$ cat src/common/ccpcu_params.svh
// Constants for the capture unit: register offsets, fields, resets, prescaler counts.
`ifndef CCPCU_PARAMS_SVH
`define CCPCU_PARAMS_SVH

// Register byte offsets on the APB bus.
`define CCPCU_OFF_CONTROL 12'h000
`define CCPCU_OFF_VAL_LOW 12'h004
`define CCPCU_OFF_VAL_HIGH 12'h008
`define CCPCU_OFF_FLAG 12'h00C
`define CCPCU_OFF_PINSEL 12'h010

// Field positions of the control register.
`define CCPCU_MODE_LSB 0
`define CCPCU_MODE_MSB 3
`define CCPCU_DUTY_LSB 4
`define CCPCU_DUTY_MSB 5
`define CCPCU_CTRL_MASK 8'h3F

// Reset values.
`define CCPCU_CTRL_RESET 8'h00
`define CCPCU_VAL_RESET 16'h0000

// Prescaler edge counts.
`define CCPCU_PRE_4 5'h04
`define CCPCU_PRE_16 5'h10

`endif

$ cat src/common/ccpcu_pkg.sv
// Types shared by the capture unit files.
package ccpcu_pkg;
    // Decoded operating mode of the unit.
    typedef enum logic [1:0] {
        CCPCU_OFF,
        CCPCU_CAPTURE,
        CCPCU_COMPARE,
        CCPCU_PWM
    } ccpcu_kind_e;
    // Mode field code.
    typedef logic [3:0] ccpcu_mode_t;
endpackage

$ cat src/rtl/ccpcu_edge_sync.sv
// Two-stage pin synchroniser with rising and falling edge pulses.
`timescale 1ns/1ps
`default_nettype none
module ccpcu_edge_sync (
    // Clock and reset.
    input wire logic pclk,
    input wire logic presetn,
    // Raw asynchronous pin level.
    input wire logic pin_async,
    // Edge pulses on the synchronised level.
    output logic rise,
    output logic fall
);
    logic meta; // First stage, read only by the second stage.
    logic sync; // Second stage, safe to use.
    logic last; // Previous synchronised level.
    logic next_meta;
    logic next_sync;
    logic next_last;
    logic next_rise;
    logic next_fall;

    // Edges come from the settled stages only, never from the first one.
    always_comb begin
        next_meta = pin_async;
        next_sync = meta;
        next_last = sync;
        next_rise = sync & ~last;
        next_fall = ~sync & last;
    end

    // Register the synchroniser and edge pulses.
    always_ff @(posedge pclk or negedge presetn) begin
        if (!presetn) begin
            meta <= 1'b0;
            sync <= 1'b0;
            last <= 1'b0;
            rise <= 1'b0;
            fall <= 1'b0;
        end else begin
            meta <= next_meta;
            sync <= next_sync;
            last <= next_last;
            rise <= next_rise;
            fall <= next_fall;
        end
    end
endmodule
`default_nettype wire

$ cat src/rtl/ccpcu_capture_unit.sv
// Capture/compare unit top: APB registers, pin capture, prescaler, actions.
`timescale 1ns/1ps
`default_nettype none
`include "ccpcu_params.svh"
module ccpcu_capture_unit #(
    parameter bit IS_SECOND_UNIT = 1'b1, // Only unit two starts conversions.
    parameter int TW = 16 // Companion timer width.
) (
    // Clock and reset.
    input wire logic pclk,
    input wire logic presetn,
    // APB slave.
    input wire logic psel,
    input wire logic penable,
    input wire logic pwrite,
    input wire logic [11:0] paddr,
    input wire logic [31:0] pwdata,
    output logic [31:0] prdata,
    output logic pready,
    output logic pslverr,
    // Capture pin levels on the two alternative pins, read always.
    input wire logic portc_pin_one,
    input wire logic portb_pin_three,
    // Companion timer count and compare match from the timer.
    input wire logic [TW-1:0] companion_timer_count,
    input wire logic timer_match,
    // Compare pin output, special event trigger, pending timer reset and conversion start.
    output logic compare_out,
    output logic special_trigger,
    output logic timer_reset_req,
    output logic adc_start,
    // Event flag level and 10-bit PWM duty value.
    output logic event_flag,
    output logic [9:0] pwm_duty
);
    import ccpcu_pkg::*;

    logic [7:0] unit_control; // Low six bits live.
    logic [TW-1:0] capture_value; // High and low capture value pair.
    logic pin_select; // Zero picks portc_pin_one, one portb_pin_three.
    logic [4:0] pre_count; // Counts qualifying rising edges.
    logic pin_rise;
    logic pin_fall;
    logic [1:0] pin_lvl; // Bit 0 portc_pin_one, bit 1 portb_pin_three.
    logic [1:0] rise_v; // Edge pulses of each synchronised pin.
    logic [1:0] fall_v;
    logic [7:0] next_control;
    logic [TW-1:0] next_value;
    logic next_pin_select;
    logic [4:0] next_pre_count;
    logic next_flag;
    logic next_compare_out;
    logic next_trigger;
    logic next_timer_reset;
    logic next_adc;
    logic [31:0] next_prdata;
    logic next_pready;
    logic next_pslverr;
    logic capture_hit;
    logic mode_write;
    logic setup;
    logic access_wr;
    logic access_rd;
    ccpcu_mode_t mode;

    // Decodes a mode code to its kind; used for datapath and checks.
    function automatic ccpcu_kind_e kind_of(input ccpcu_mode_t m);
        ccpcu_kind_e k;
        k = CCPCU_OFF;
        unique case (m)
            4'h4, 4'h5, 4'h6, 4'h7: k = CCPCU_CAPTURE;
            4'h2, 4'h8, 4'h9, 4'hA, 4'hB: k = CCPCU_COMPARE;
            4'hC, 4'hD, 4'hE, 4'hF: k = CCPCU_PWM;
            default: k = CCPCU_OFF;
        endcase
        return k;
    endfunction

    assign mode = unit_control[`CCPCU_MODE_MSB:`CCPCU_MODE_LSB];
    // Both pins are synchronised first and the choice is made on clean
    // edges, so no logic ever reads a raw asynchronous level.
    assign pin_lvl = {portb_pin_three, portc_pin_one};

    // The pin level is sampled whatever its direction, so port writes count.
    for (genvar g = 0; g < 2; g++) begin : g_sync
        ccpcu_edge_sync u_sync (
            .pclk(pclk),
            .presetn(presetn),
            .pin_async(pin_lvl[g]),
            .rise(rise_v[g]),
            .fall(fall_v[g])
        );
    end

    // Pin chosen by alternate select; unit one always uses the first.
    assign pin_rise = (IS_SECOND_UNIT && pin_select) ?
        rise_v[1] : rise_v[0];
    assign pin_fall = (IS_SECOND_UNIT && pin_select) ?
        fall_v[1] : fall_v[0];

    // APB phases: answer on the first access cycle, no wait states.
    assign setup = psel & ~penable;
    assign access_wr = psel & penable & pwrite & pready;
    assign access_rd = setup & ~pwrite;
    assign mode_write = access_wr && paddr == `CCPCU_OFF_CONTROL;

    // Capture event and prescaler next state.
    always_comb begin
        next_pre_count = pre_count;
        capture_hit = 1'b0;
        if (kind_of(mode) != CCPCU_CAPTURE) begin
            next_pre_count = 5'h00;
        end else begin
            unique case (mode)
                4'h4: capture_hit = pin_fall;
                4'h5: capture_hit = pin_rise;
                4'h6: begin
                    // Count is kept across prescaler changes.
                    if (pin_rise) begin
                        if (pre_count + 5'h01 >= `CCPCU_PRE_4) begin
                            capture_hit = 1'b1;
                            next_pre_count = 5'h00;
                        end else begin
                            next_pre_count = pre_count + 5'h01;
                        end
                    end
                end
                default: begin
                    if (pin_rise) begin
                        if (pre_count + 5'h01 >= `CCPCU_PRE_16) begin
                            capture_hit = 1'b1;
                            next_pre_count = 5'h00;
                        end else begin
                            next_pre_count = pre_count + 5'h01;
                        end
                    end
                end
            endcase
        end
    end

    // Register, flag and compare action next state.
    always_comb begin
        next_control = unit_control;
        next_value = capture_value;
        next_pin_select = pin_select;
        next_flag = event_flag;
        next_compare_out = compare_out;
        next_trigger = 1'b0;
        next_timer_reset = 1'b0;
        next_adc = 1'b0;
        next_prdata = 32'h0000_0000;
        next_pready = 1'b0;
        next_pslverr = 1'b0;
        // Software writes, including the flag clear.
        if (access_wr) begin
            unique case (paddr)
                `CCPCU_OFF_CONTROL:
                    next_control = pwdata[7:0] & `CCPCU_CTRL_MASK;
                `CCPCU_OFF_VAL_LOW: next_value[7:0] = pwdata[7:0];
                `CCPCU_OFF_VAL_HIGH: next_value[TW-1:8] = pwdata[TW-9:0];
                `CCPCU_OFF_FLAG: begin
                    if (pwdata[0] == 1'b0) begin
                        next_flag = 1'b0;
                    end
                end
                `CCPCU_OFF_PINSEL: next_pin_select = pwdata[0];
                default: next_pslverr = 1'b0;
            endcase
        end
        // Clearing control forces the compare latch low; a same-cycle match in mode 2, 8 or A overrides it.
        if (mode_write && pwdata[3:0] == 4'h0) begin
            next_compare_out = 1'b0;
        end
        // A capture overwrites the stored pair; set beats a clear.
        if (capture_hit) begin
            next_value = companion_timer_count;
            next_flag = 1'b1;
        end
        // A mode write may leave a spurious edge; that flag is tolerated.
        if (timer_match && kind_of(mode) == CCPCU_COMPARE) begin
            next_flag = 1'b1;
            unique case (mode)
                4'h2: next_compare_out = ~compare_out;
                4'h8: next_compare_out = 1'b1;
                4'h9: next_compare_out = 1'b0;
                4'hB: begin
                    next_trigger = 1'b1;
                    next_timer_reset = 1'b1;
                    next_adc = IS_SECOND_UNIT;
                end
                default: next_compare_out = compare_out;
            endcase
        end
        // Reads: unmapped addresses return zero without error.
        if (access_rd) begin
            unique case (paddr)
                `CCPCU_OFF_CONTROL: next_prdata = {24'h000000, unit_control};
                `CCPCU_OFF_VAL_LOW: next_prdata[7:0] = capture_value[7:0];
                `CCPCU_OFF_VAL_HIGH:
                    next_prdata[TW-9:0] = capture_value[TW-1:8];
                `CCPCU_OFF_FLAG: next_prdata[0] = event_flag;
                `CCPCU_OFF_PINSEL: next_prdata[0] = pin_select;
                default: next_prdata = 32'h0000_0000;
            endcase
        end
        next_pready = setup;
    end

    // Register all state; reset clears everything including prescaler.
    always_ff @(posedge pclk or negedge presetn) begin
        if (!presetn) begin
            unit_control <= `CCPCU_CTRL_RESET;
            capture_value <= `CCPCU_VAL_RESET;
            pin_select <= 1'b0;
            pre_count <= 5'h00;
            event_flag <= 1'b0;
            compare_out <= 1'b0;
            special_trigger <= 1'b0;
            timer_reset_req <= 1'b0;
            adc_start <= 1'b0;
            prdata <= 32'h0000_0000;
            pready <= 1'b0;
            pslverr <= 1'b0;
            pwm_duty <= 10'h000;
        end else begin
            unit_control <= next_control;
            capture_value <= next_value;
            pin_select <= next_pin_select;
            pre_count <= next_pre_count;
            event_flag <= next_flag;
            compare_out <= next_compare_out;
            special_trigger <= next_trigger;
            // Timer clears on its next edge, one cycle after the trigger.
            timer_reset_req <= special_trigger;
            adc_start <= next_adc;
            prdata <= next_prdata;
            pready <= next_pready;
            pslverr <= next_pslverr;
            // Duty: high eight from the low value byte, low two from control.
            pwm_duty <= {capture_value[7:0],
                unit_control[`CCPCU_DUTY_MSB:`CCPCU_DUTY_LSB]};
        end
    end

    // A capture loads the timer count and raises the flag next cycle.
    chk_capture_load: assert property (@(posedge pclk) disable iff (!presetn)
        capture_hit |=> capture_value == $past(companion_timer_count)
            && event_flag)
        else $error("capture did not load count and flag");
    chk_capture_flag: assert property (@(posedge pclk) disable iff (!presetn)
        capture_hit && access_wr && paddr == `CCPCU_OFF_FLAG |=> event_flag)
        else $error("capture lost against flag clear");
    chk_pre_idle: assert property (@(posedge pclk) disable iff (!presetn)
        kind_of(mode) != CCPCU_CAPTURE |=> pre_count == 5'h00)
        else $error("prescaler not held clear");
    chk_pre_bound: assert property (@(posedge pclk) disable iff (!presetn)
        pre_count < `CCPCU_PRE_16)
        else $error("prescaler count out of range");
    chk_rise_mode: assert property (@(posedge pclk) disable iff (!presetn)
        mode == 4'h5 && pin_rise |-> capture_hit)
        else $error("rising edge missed in every-edge mode");
    chk_fall_only: assert property (@(posedge pclk) disable iff (!presetn)
        mode == 4'h4 && !pin_fall |-> !capture_hit)
        else $error("capture without falling edge");
    chk_off_quiet: assert property (@(posedge pclk) disable iff (!presetn)
        (mode == 4'h0 || mode == 4'h1 || mode == 4'h3) |-> !capture_hit)
        else $error("capture in off or reserved mode");
    chk_trig_reset: assert property (@(posedge pclk) disable iff (!presetn)
        special_trigger |=> timer_reset_req)
        else $error("timer reset did not follow trigger");
    chk_adc_unit: assert property (@(posedge pclk) disable iff (!presetn)
        adc_start |-> IS_SECOND_UNIT && special_trigger)
        else $error("conversion start from wrong unit");
    chk_duty_bits: assert property (@(posedge pclk) disable iff (!presetn)
        ##1 pwm_duty[1:0] == $past(unit_control[5:4]))
        else $error("duty low bits mismatch");
    chk_cmp_flag: assert property (@(posedge pclk) disable iff (!presetn)
        timer_match && kind_of(mode) == CCPCU_COMPARE |=> event_flag)
        else $error("compare match did not set flag");
    chk_overwrite: assert property (@(posedge pclk) disable iff (!presetn)
        capture_hit && event_flag |=>
            capture_value == $past(companion_timer_count))
        else $error("second capture did not overwrite");
endmodule
`default_nettype wire

$ cat config.mk
export PLATFORM = sky130hd
export DESIGN_NAME = ccpcu_capture_unit
export DESIGN_NICKNAME = d
export VERILOG_FILES = /design/src/common/ccpcu_pkg.sv /design/src/rtl/ccpcu_edge_sync.sv /design/src/rtl/ccpcu_capture_unit.sv
export VERILOG_INCLUDE_DIRS = /design/src /design/src/common
export SDC_FILE = /design/constraint.sdc
export NUM_CORES = 1
export LEC_CHECK = 0
export BUFFER_PORTS_ARGS = -buffer_cell sky130_fd_sc_hd__buf_2
export CELL_PAD_IN_SITES_DETAIL_PLACEMENT = 0
export CELL_PAD_IN_SITES_GLOBAL_PLACEMENT = 1
export CORE_MARGIN = 5
export CORE_UTILIZATION = 33
export DETAILED_ROUTE_END_ITERATION = 10
export MAX_ROUTING_LAYER = met4
export PLACE_DENSITY = 0.78
export SETUP_SLACK_MARGIN = 0.5
export SKIP_LAST_GASP = 1
export SYNTH_ARGS = -nofsm -noshare
export SYNTH_HDL_FRONTEND = slang
export SYNTH_SLANG_ARGS = --single-unit
$ cat constraint.sdc
create_clock -name pclk -period 1.7 [get_ports pclk]
set_clock_uncertainty 0.1 [all_clocks]
set_input_delay 0.255 -clock pclk [delete_from_list [all_inputs] [get_ports pclk]]
set_output_delay 0.255 -clock pclk [all_outputs]
set_load 0.02 [all_outputs]
==> flow_summary.yaml, run 1 <==
clock_network:
  clock_latency_ps: 340
  cts.clk_slew.worst_paths_ps: 70
  numCtsBuffers: 9
  htreeDepth: 3
  cts_sinks: 61
  clockRootBuffer: "clkbuf_8"
  cts_tree: "done"
  clock_path_buffers: 2
outcome:
  outcome: "complete, but fails checks"
  violations: "negative setup slack"
layout:
  antenna_cells: 0
  regArea_sq_um: 1530
  drive_above_1_share: 0.4056
  most-common-layout-cells: "dfrtp_1, buf_2, buf_6"
  area_growth_pct: 40.13
  post-route-util: 0.4785
  final_common_cell: "dfrtp_1"
  final_nets: 421
  fillers: 764
  multi_input_area_sq_um: 1269
synth:
  synth_area_sq_um: 2834
  yosys.area.top_type: "dfrtp_1"
  synth.distinct_cells: 39
  yosys.area.top_type_share: 0.5386
  synthTopCellsByArea: "dfrtp_1, mux2i_1, buf_4"
  synthArstFlopShare: 1.000
  yosys_warnings: 0
  yosysSeqAreaShare: 0.5386
  synth.avg_cell_area_sq_um: 11.25
  synth_enable_flop_cells: 0
  synthCells: 252
  synth-seq-cells: 61
  ys.flop_type: "dfrtp_1"
setup_path:
  cp_max_fo: 12
  path_class: "register to register"
  end_kind: "register"
  worstPathRequired_ps: 1820
  worstSetupStartpointType: "register"
  arrival_ps: 2000
floorplan:
  die-area_sq_um: 10540
  dieHeight_um: 102.7
  fp.dieW_um: 102.7
  initial_core_util: 0.3415
  fp-row-count: 33
  core_sq_um: 8299
  ios: 117
timing:
  finalSetupViolations: 18
  hold_viol: 0
  period_minus_slack_ps: 1876
  max_freq_mhz: 533.1
  fin_ws_ps: -175.8
  fin_crit_sh: 1.103
  rsz0062_at_grt: "yes"
  relSlewSlack: 0.5195
  worst_slew_pin_slew_ps: 710.8
  fin_setup_tns_ps: -2523
  drv_slew: 0
routing:
  viasPerCell: 4.539
  firstDrtPassIters: 4
  wire_per_inst_um: 14.04
  final_antenna_net_count: 0
  drt_wl_total_um: 6458
  via_count: 2088
  drt_iter0_markers: 68
  drc: 0
global_routing:
  grt_pass1_vias: 2113
  overflow: 0
  gr-usage-all-layers: 0.1337
  grt_pass1_wl_um: 10340
  antenna_found_initial: 0
  grt_max_degree: 62
pwr:
  peakVddDrop_mv: 0.3455
  leakagePower_nw: 2.010
  powerDensity_nw_per_um2: 783.1
run:
  maxCapViolations: 0
place:
  dp_hpwl_um: 4775
  place_congestion: 0.7943
  io_buffers: 67
worst_hold_path:
  hp-class: "input pin to register"
[Yosys cell counts (all sizes together) (2+ instances only)]
master	n
mux2	9
nand2	21
nor2	21
nand4	5
ha	2
or4	3
and3	2
clkbuf	5
dfrtp	61
mux2i	21
o21ai	21
nand3	8
xor2	2
buf	30
a21oi	9
mux4	2
nor3	2
a22oi	3
a21boi	2
nor2b	9
[state kept, by name, summed over array words and instances, names as in the netlist, 2 cells and up]
signal                   flops
g_sync.u_sync.rise           2
g_sync.u_sync.meta           2
g_sync.u_sync.next_last      2
pwm_duty                    10
g_sync.u_sync.fall           2
capture_value               16
prdata                       8
g_sync.u_sync.last           2
pre_count                    5
unit_control                 6
[cell type report]
class                           instances  share of cell area
Sequential cell                        61              0.3853
Multi-Input combinational cell        179              0.3195
Timing Repair Buffer                   99              0.2073
Clock buffer                           11             0.03560
Tap cell                              105             0.03308
Clock inverter                          4             0.01827
Inverter                                1           0.0009452
[cell families after synthesis]
kind of cell / count (synthesis) / synth area share
muxes: 32 / 0.1258
xor gates and xnor gates: 2 / 0.006182
and+or+nand+nor: 77 / 0.1501
buffers and inverters: 36 / 0.08389
other: 1 / 0.001323
AOI/OAI and AO/OA: 41 / 0.08521
DFF: 61 / 0.5386
adders and majority gates: 2 / 0.008829
[metal layers]
layer | up-vias | share of wire | GRT usage
met5 | - | 0 | -
met4 | 0 | 0.018 | 0.07064
met3 | 9 | 0.070 | 0.02436
met2 | 72 | 0.46 | 0.1976
met1 | 991 | 0.45 | 0.1747
li1 | 1016 | - | -
[final timing paths]
path	depth (start not counted)	slack, ps	to	startpoint
worst max-delay path	8	-180	capture_value[1]	pre_count[1]
worst min-delay path	3	20	capture_value[4]	companion_timer_count[4]
worst max register to register	8	-180	capture_value[1]	pre_count[1]
worst min register to register	0	250	g_sync[0].u_sync.next_last	g_sync[0].u_sync.meta
max in group asynchronous	3	860	event_flag	presetn
min in group asynchronous	3	330	pre_count[0]	presetn
[stage by stage]
| step | cell area [sq um] | worst slack [ps] | power [mW] | hold slack (ps) | std cells |
|---|---|---|---|---|---|
| after floorplan | 2972 | -126.6 | 1.637 | -140.6 | 276 |
| after global routing | 3971 | -238.9 | 3.226 | 28.40 | 460 |
| after CTS | 3924 | -158.7 | 3.134 | 15.00 | 459 |
| after detailed placement | 3450 | -254.1 | 1.705 | 189.7 | 439 |
| final | 3971 | -175.8 | 3.110 | 20.43 | 460 |
| after global placement | 3450 | -259.3 | 1.703 | 184.1 | 439 |
[worst max-delay path, stage by stage, from the launching register on]
cell,delay (ps)
dfrtp_1,410
ha_4,190
or4_4,430
nand4_1,130
o31ai_4,90
buf_6,140
buf_12,130
nand2_2,70
o21ai_0,70
[report_power, final]
group	internal (mW)	total, mW	switching [mW]	leakage, nW
clock network	0.855	1.42	0.563	0.105
logic	0.0788	0.218	0.139	1.08
registers	1.47	1.47	0.00713	0.827
total	2.40	3.11	0.709	2.01
[timing repair]
action,CTS,global route
setup endpoints to repair,62,62
pin swaps,14,5
endpoints found under the hold margin,64,0
setup buffers,1,1
gates resized for setup,66,10
hold buffers,4,0
(Power assumes the default switching activity.)
==> run 2: changes to the inputs <==
--- a/config.mk
+++ b/config.mk
@@ -6,11 +6,12 @@
 export SDC_FILE = /design/constraint.sdc
 export NUM_CORES = 1
 export LEC_CHECK = 0
+export ABC_AREA = 1
 export BUFFER_PORTS_ARGS = -buffer_cell sky130_fd_sc_hd__buf_2
 export CELL_PAD_IN_SITES_DETAIL_PLACEMENT = 0
 export CELL_PAD_IN_SITES_GLOBAL_PLACEMENT = 1
 export CORE_MARGIN = 5
-export CORE_UTILIZATION = 33
+export CORE_UTILIZATION = 32
 export DETAILED_ROUTE_END_ITERATION = 10
 export MAX_ROUTING_LAYER = met4
 export PLACE_DENSITY = 0.78
==> flow_summary.yaml, run 2 <==
outcome:
  outcome: "complete, but fails checks"
  violations: "negative setup slack"
layout:
  area_growth_pct: 49.89
  largest_register_ffs: 16
  design_area_sq_um: 4462
  final_common_cell: "dfrtp_1"
  most-common-layout-cells: "dfrtp_1, nand2_1, buf_6"
  final_nets: 535
  drive_above_1_share: 0.4340
  antenna_cells: 0
  top_register: "capture_value"
  top_regs: "capture_value: 16 flops, pwm_duty: 10 flops, prdata: 8 flops"
pwr:
  seqPwrFrac: 0.493
  combPwrFrac: 0.076
  p_int_mw: 2.254
  switching_share: 0.2459
  power_mw: 2.989
  clockPowerShare: 0.431
  peakVddDrop_mv: 0.3729
  p_switching_uw: 735.0
  powerDensity_nw_per_um2: 669.8
  leakagePower_nw: 2.198
setup_path:
  worstPathRequired_ps: 1830
  crit_top_cell: "nor2_2"
  crit_chain: "ha_2 -> xor2_1 -> nor2_2 -> nand2_2 -> nand3_4 -> nand2_4 -> buf_12 -> nor2_2 -> nand2_1 -> nand3_1"
  path_class: "register to register"
  critical-path-top-delay-family: "simple AND/OR/NAND/NOR gates"
  arrival_ps: 1880
  crit_path_max_incr_delay_ps: 390
  cp_max_fo: 18
  critical_path.slowest_cell: "dfrtp_1"
  worstSetupStartpointType: "register"
  critPathBufInv: 1
  end_kind: "register"
routing:
  firstDrtPassIters: 4
  wire_per_inst_um: 13.78
  viasPerCell: 4.742
  via_count: 2755
  drc: 0
  drt_iter0_markers: 79
  drt_wl_total_um: 8007
  final_antenna_net_count: 0
clock_network:
  htreeDepth: 3
  cts.clk_slew.worst_paths_ps: 70
  clockRootBuffer: "clkbuf_8"
  clock_latency_ps: 340
  numCtsBuffers: 9
  clock_path_buffers: 2
  cts_sinks: 61
  cts_tree: "done"
floorplan:
  die-area_sq_um: 11330
  dieHeight_um: 106.4
  core_sq_um: 9153
  initial_core_util: 0.3252
  fp-row-count: 35
  fp.dieW_um: 106.4
  ios: 117
timing:
  finalSetupViolations: 15
  period_minus_slack_ps: 1756
  hold_viol: 0
  max_freq_mhz: 569.6
  fin_ws_ps: -55.69
  hold-worst-slack_ps: 26.09
  rsz0062_at_grt: "yes"
  fin_crit_sh: 1.033
  drv_slew: 0
synth:
  synth_area_sq_um: 2977
  yosys.area.top_type: "dfrtp_1"
  synth.avg_cell_area_sq_um: 8.729
  yosysMostFrequentCell: "nand2_1"
  synth.distinct_cells: 29
  yosys.area.top_type_share: 0.5128
  yosys-top-cells-count: "nand2_1, dfrtp_1, nand3_1"
  synthArstFlopShare: 1.000
  synth_enable_flop_cells: 0
  synthCells: 341
  ys.flop_type: "dfrtp_1"
  synth-seq-cells: 61
  yosys_warnings: 0
  synthTopCellsByArea: "dfrtp_1, nand2_1, buf_4"
  yosysSeqAreaShare: 0.5128
worst_hold_path:
  hp-class: "input pin to register"
place:
  place_ws_ps: -79.82
  io_buffers: 67
  dp_hpwl_um: 5593
  place_congestion: 0.8226
  placed_cell_area_sq_um: 3565
global_routing:
  antenna_found_initial: 0
  grt_pass1_vias: 2801
  overflow: 0
  grt_max_degree: 62
  gr-usage-all-layers: 0.1477
  grt_pass1_wl_um: 13020
run:
  maxCapViolations: 0
run 2: through the flow:
step / setup TNS [ps] / util / cells
floorplan: 0 / - / 365
global placement: -266.9 / 0.3895 / 535
detailed placement: -724.1 / 0.3895 / 535
CTS: -653.4 / 0.4641 / 576
global route: -2631 / 0.4875 / 581
finish: -482.5 / 0.4875 / 581
run 2: worst paths after layout:
path | startpoint | endpoint | slack (ps) | cells past startpoint
min reg2reg | g_sync[0].u_sync.meta | g_sync[0].u_sync.next_last | 250 | 0
max | pre_count[0] | capture_value[5] | -60 | 10
max reg2reg | pre_count[0] | capture_value[5] | -60 | 10
min in group asynchronous | presetn | pwm_duty[1] | 340 | 3
min | companion_timer_count[14] | capture_value[14] | 30 | 3
max in group asynchronous | presetn | unit_control[0] | 860 | 3
run 2: cell type report:
cell class                 instances  area, sq um
clock inverter                     6        62.56
tap                              111        138.9
inverter                          32        125.1
fill                             877         4691
clock buffer                      10        137.6
sequential                        61         1528
timing repair buffer             122         1046
multi-input combinational        239         1424
run 2: worst min-delay path: cells and delay by family:
family	cells	cell delay (ps)
simple gates	2	100
buf+inv	1	80
run 2: power by group through the flow:
| stage | combinational, mW | clock (mW) | sequential, mW |
|---|---|---|---|
| floorplan | 0.131 | 0 | 1.50 |
| global placement | 0.194 | 0 | 1.50 |
| detailed placement | 0.196 | 0 | 1.50 |
| CTS | 0.212 | 1.32 | 1.47 |
| global route | 0.253 | 1.38 | 1.47 |
| finish | 0.228 | 1.29 | 1.47 |
run 2: routing by layer:
layer	track usage	share of wire	vias up
met4	0.04475	0.015	0
li1	-	-	1325
met1	0.1823	0.40	1310
met5	-	0	-
met2	0.2339	0.50	112
met3	0.04554	0.087	8
run 2: cell families after synthesis:
family,after synthesis,synth area share
AOI/OAI and AO/OA,27,0.04960
xor gates and xnor gates,2,0.005886
adders and majority gates,2,0.008406
buffers and inverters,65,0.1206
DFF,61,0.5128
muxes,1,0.003783
other,1,0.001260
and+or+nand+nor,182,0.2976
run 2: timing repair:
action,4_1_cts,5_1_grt
gates resized for setup,88,48
hold buffers,4,0
setup buffers,21,5
endpoints found under the setup margin,53,62
endpoints found under the hold margin,64,0
pin swaps,15,13
==> run 3: changes to the inputs <==
--- a/config.mk
+++ b/config.mk
@@ -13,6 +13,7 @@
 export CORE_MARGIN = 5
 export CORE_UTILIZATION = 32
 export DETAILED_ROUTE_END_ITERATION = 10
+export HOLD_SLACK_MARGIN = 0.06
 export MAX_ROUTING_LAYER = met4
 export PLACE_DENSITY = 0.78
 export SETUP_SLACK_MARGIN = 0.5
==> flow_summary.yaml, run 3 (synthesized netlist as in run 2, its figures left out) <==
routing:
  final_antenna_net_count: 0
  drt_iter0_markers: 99
  via_count: 2832
  firstDrtPassIters: 4
  viasPerCell: 4.744
  wire_per_inst_um: 13.90
  drc: 0
  drt_wl_total_um: 8299
timing:
  finalSetupViolations: 17
  drv_slew: 0
  rsz0062_at_grt: "yes"
  period_minus_slack_ps: 1760
  max_freq_mhz: 568.2
  fin_crit_sh: 1.035
  hold-worst-slack_ps: 61.68
  fin_setup_tns_ps: -761.0
  fin_ws_ps: -60.08
  hold_viol: 0
outcome:
  outcome: "complete, but fails checks"
  violations: "negative setup slack"
setup_path:
  r2r_slack_ps: -60
  crit_path_max_incr_delay_ps: 410
  arrival_ps: 1940
  reg2reg_from: "pre_count[0]"
  crit_top_cell: "nand3_1"
  critical-path-top-delay-family: "simple AND/OR/NAND/NOR gates"
  worstSetupStartpointType: "register"
  critPathBufInv: 2
  crit_path_start: "pre_count[0]"
  r2r_end: "capture_value[5]"
  end_kind: "register"
  cp_max_fo: 9
  crit_cells: 10
  path_class: "register to register"
  crit_chain: "buf_4 -> nand3_1 -> xor2_2 -> nand2_2 -> nand3_4 -> nand2_4 -> buf_12 -> nor2_4 -> nand2_1 -> nand3_1"
  worstPathRequired_ps: 1880
  critical_path.slowest_cell: "dfrtp_1"
  rr_worst_depth: 10
  critical_path.endpoint: "capture_value[5]"
layout:
  multi_input_area_sq_um: 1408
  final_common_cell: "nand2_1"
  largest_register_ffs: 16
  final_nets: 551
  post-route-util: 0.5042
  regArea_sq_um: 1528
  top_register: "capture_value"
  area_growth_pct: 55.02
  stdcell_count: 597
  fillers: 862
  drive_above_1_share: 0.4095
  top_regs: "capture_value: 16 flops, pwm_duty: 10 flops, prdata: 8 flops"
  design_area_sq_um: 4614
  most-common-layout-cells: "nand2_1, dfrtp_1, buf_6"
  antenna_cells: 0
pwr:
  peakVddDrop_mv: 0.3727
  leakagePower_nw: 2.247
  powerDensity_nw_per_um2: 653.9
  power_mw: 3.017
clock_network:
  cts_sinks: 61
  clock_latency_ps: 350
  cts.clk_slew.worst_paths_ps: 70
  cts_tree: "done"
  numCtsBuffers: 9
  htreeDepth: 3
  clock_path_buffers: 2
  clockRootBuffer: "clkbuf_8"
place:
  place_congestion: 0.8226
  dp_hpwl_um: 5593
  placedCellCount: 535
  io_buffers: 67
  place_ws_ps: -79.82
  placed_cell_area_sq_um: 3565
global_routing:
  grt_max_degree: 62
  grt_pass1_vias: 2898
  overflow: 0
  grt_pass1_wl_um: 13480
  antenna_found_initial: 0
  gr-usage-all-layers: 0.1527
floorplan:
  ios: 117
  fp.dieW_um: 106.4
  core_sq_um: 9153
  fp-row-count: 35
  die-area_sq_um: 11330
  initial_core_util: 0.3252
  dieHeight_um: 106.4
run:
  maxCapViolations: 0
worst_hold_path:
  hp-class: "input pin to register"
-- run 3: changes by cell type in the layout (fill, tap and decap cells not counted), sizes merged --
cell / delta
buf: +1
clkbuf: +1
dlygate4sd3: +14
-- run 3: area by class of cell --
cell class / instances / share of cell area
Clock buffer: 10 / 0.02983
Clock inverter: 6 / 0.01356
Inverter: 32 / 0.02711
Multi-Input combinational cell: 239 / 0.3050
Sequential cell: 61 / 0.3311
Tap cell: 111 / 0.03010
Timing Repair Buffer: 138 / 0.2633
-- run 3: worst min-delay path by stage --
stage | startpoint | end | slack [ps] | cells after the start
4_1_cts | companion_timer_count[8] | capture_value[8] | 70 | 3
2_1_floorplan | presetn | adc_start | -140 | 0
3_5_place_dp | presetn | pwm_duty[1] | 190 | 2
5_1_grt | companion_timer_count[8] | capture_value[8] | 70 | 3
3_3_place_gp | presetn | pwm_duty[7] | 190 | 2
6_report | companion_timer_count[8] | capture_value[8] | 60 | 3
-- run 3: worst register-to-register path, delay by kind of cell, from the launching register on --
family | cells | cell delay (ps)
flops | 1 | 410
xor+xnor | 1 | 220
buf+inv | 2 | 320
simple gates | 7 | 640
-- run 3: routing by layer --
| layer | track usage | share of wire | vias to the layer above |
|---|---|---|---|
| met3 | 0.04554 | 0.080 | 14 |
| met4 | 0.04475 | 0.016 | 0 |
| met1 | 0.1861 | 0.41 | 1357 |
| li1 | - | - | 1359 |
| met2 | 0.2466 | 0.49 | 102 |
| met5 | - | 0 | - |
-- run 3: timing repair --
item,in CTS,in global routing
hold endpoints to repair,77,0
gates cloned,0,1
endpoints found under the setup margin,53,62
resized for setup,88,39
pin swaps,15,14
hold buffers,18,0
setup buffers,21,6
-- run 3: report_power, final --
group | switching, mW | leakage (nW) | internal [mW] | total [mW]
Clock | 0.581 | 0.0943 | 0.710 | 1.29
Combinational | 0.155 | 1.34 | 0.0999 | 0.255
Sequential | 0.00672 | 0.817 | 1.47 | 1.47
Total | 0.742 | 2.25 | 2.28 | 3.02
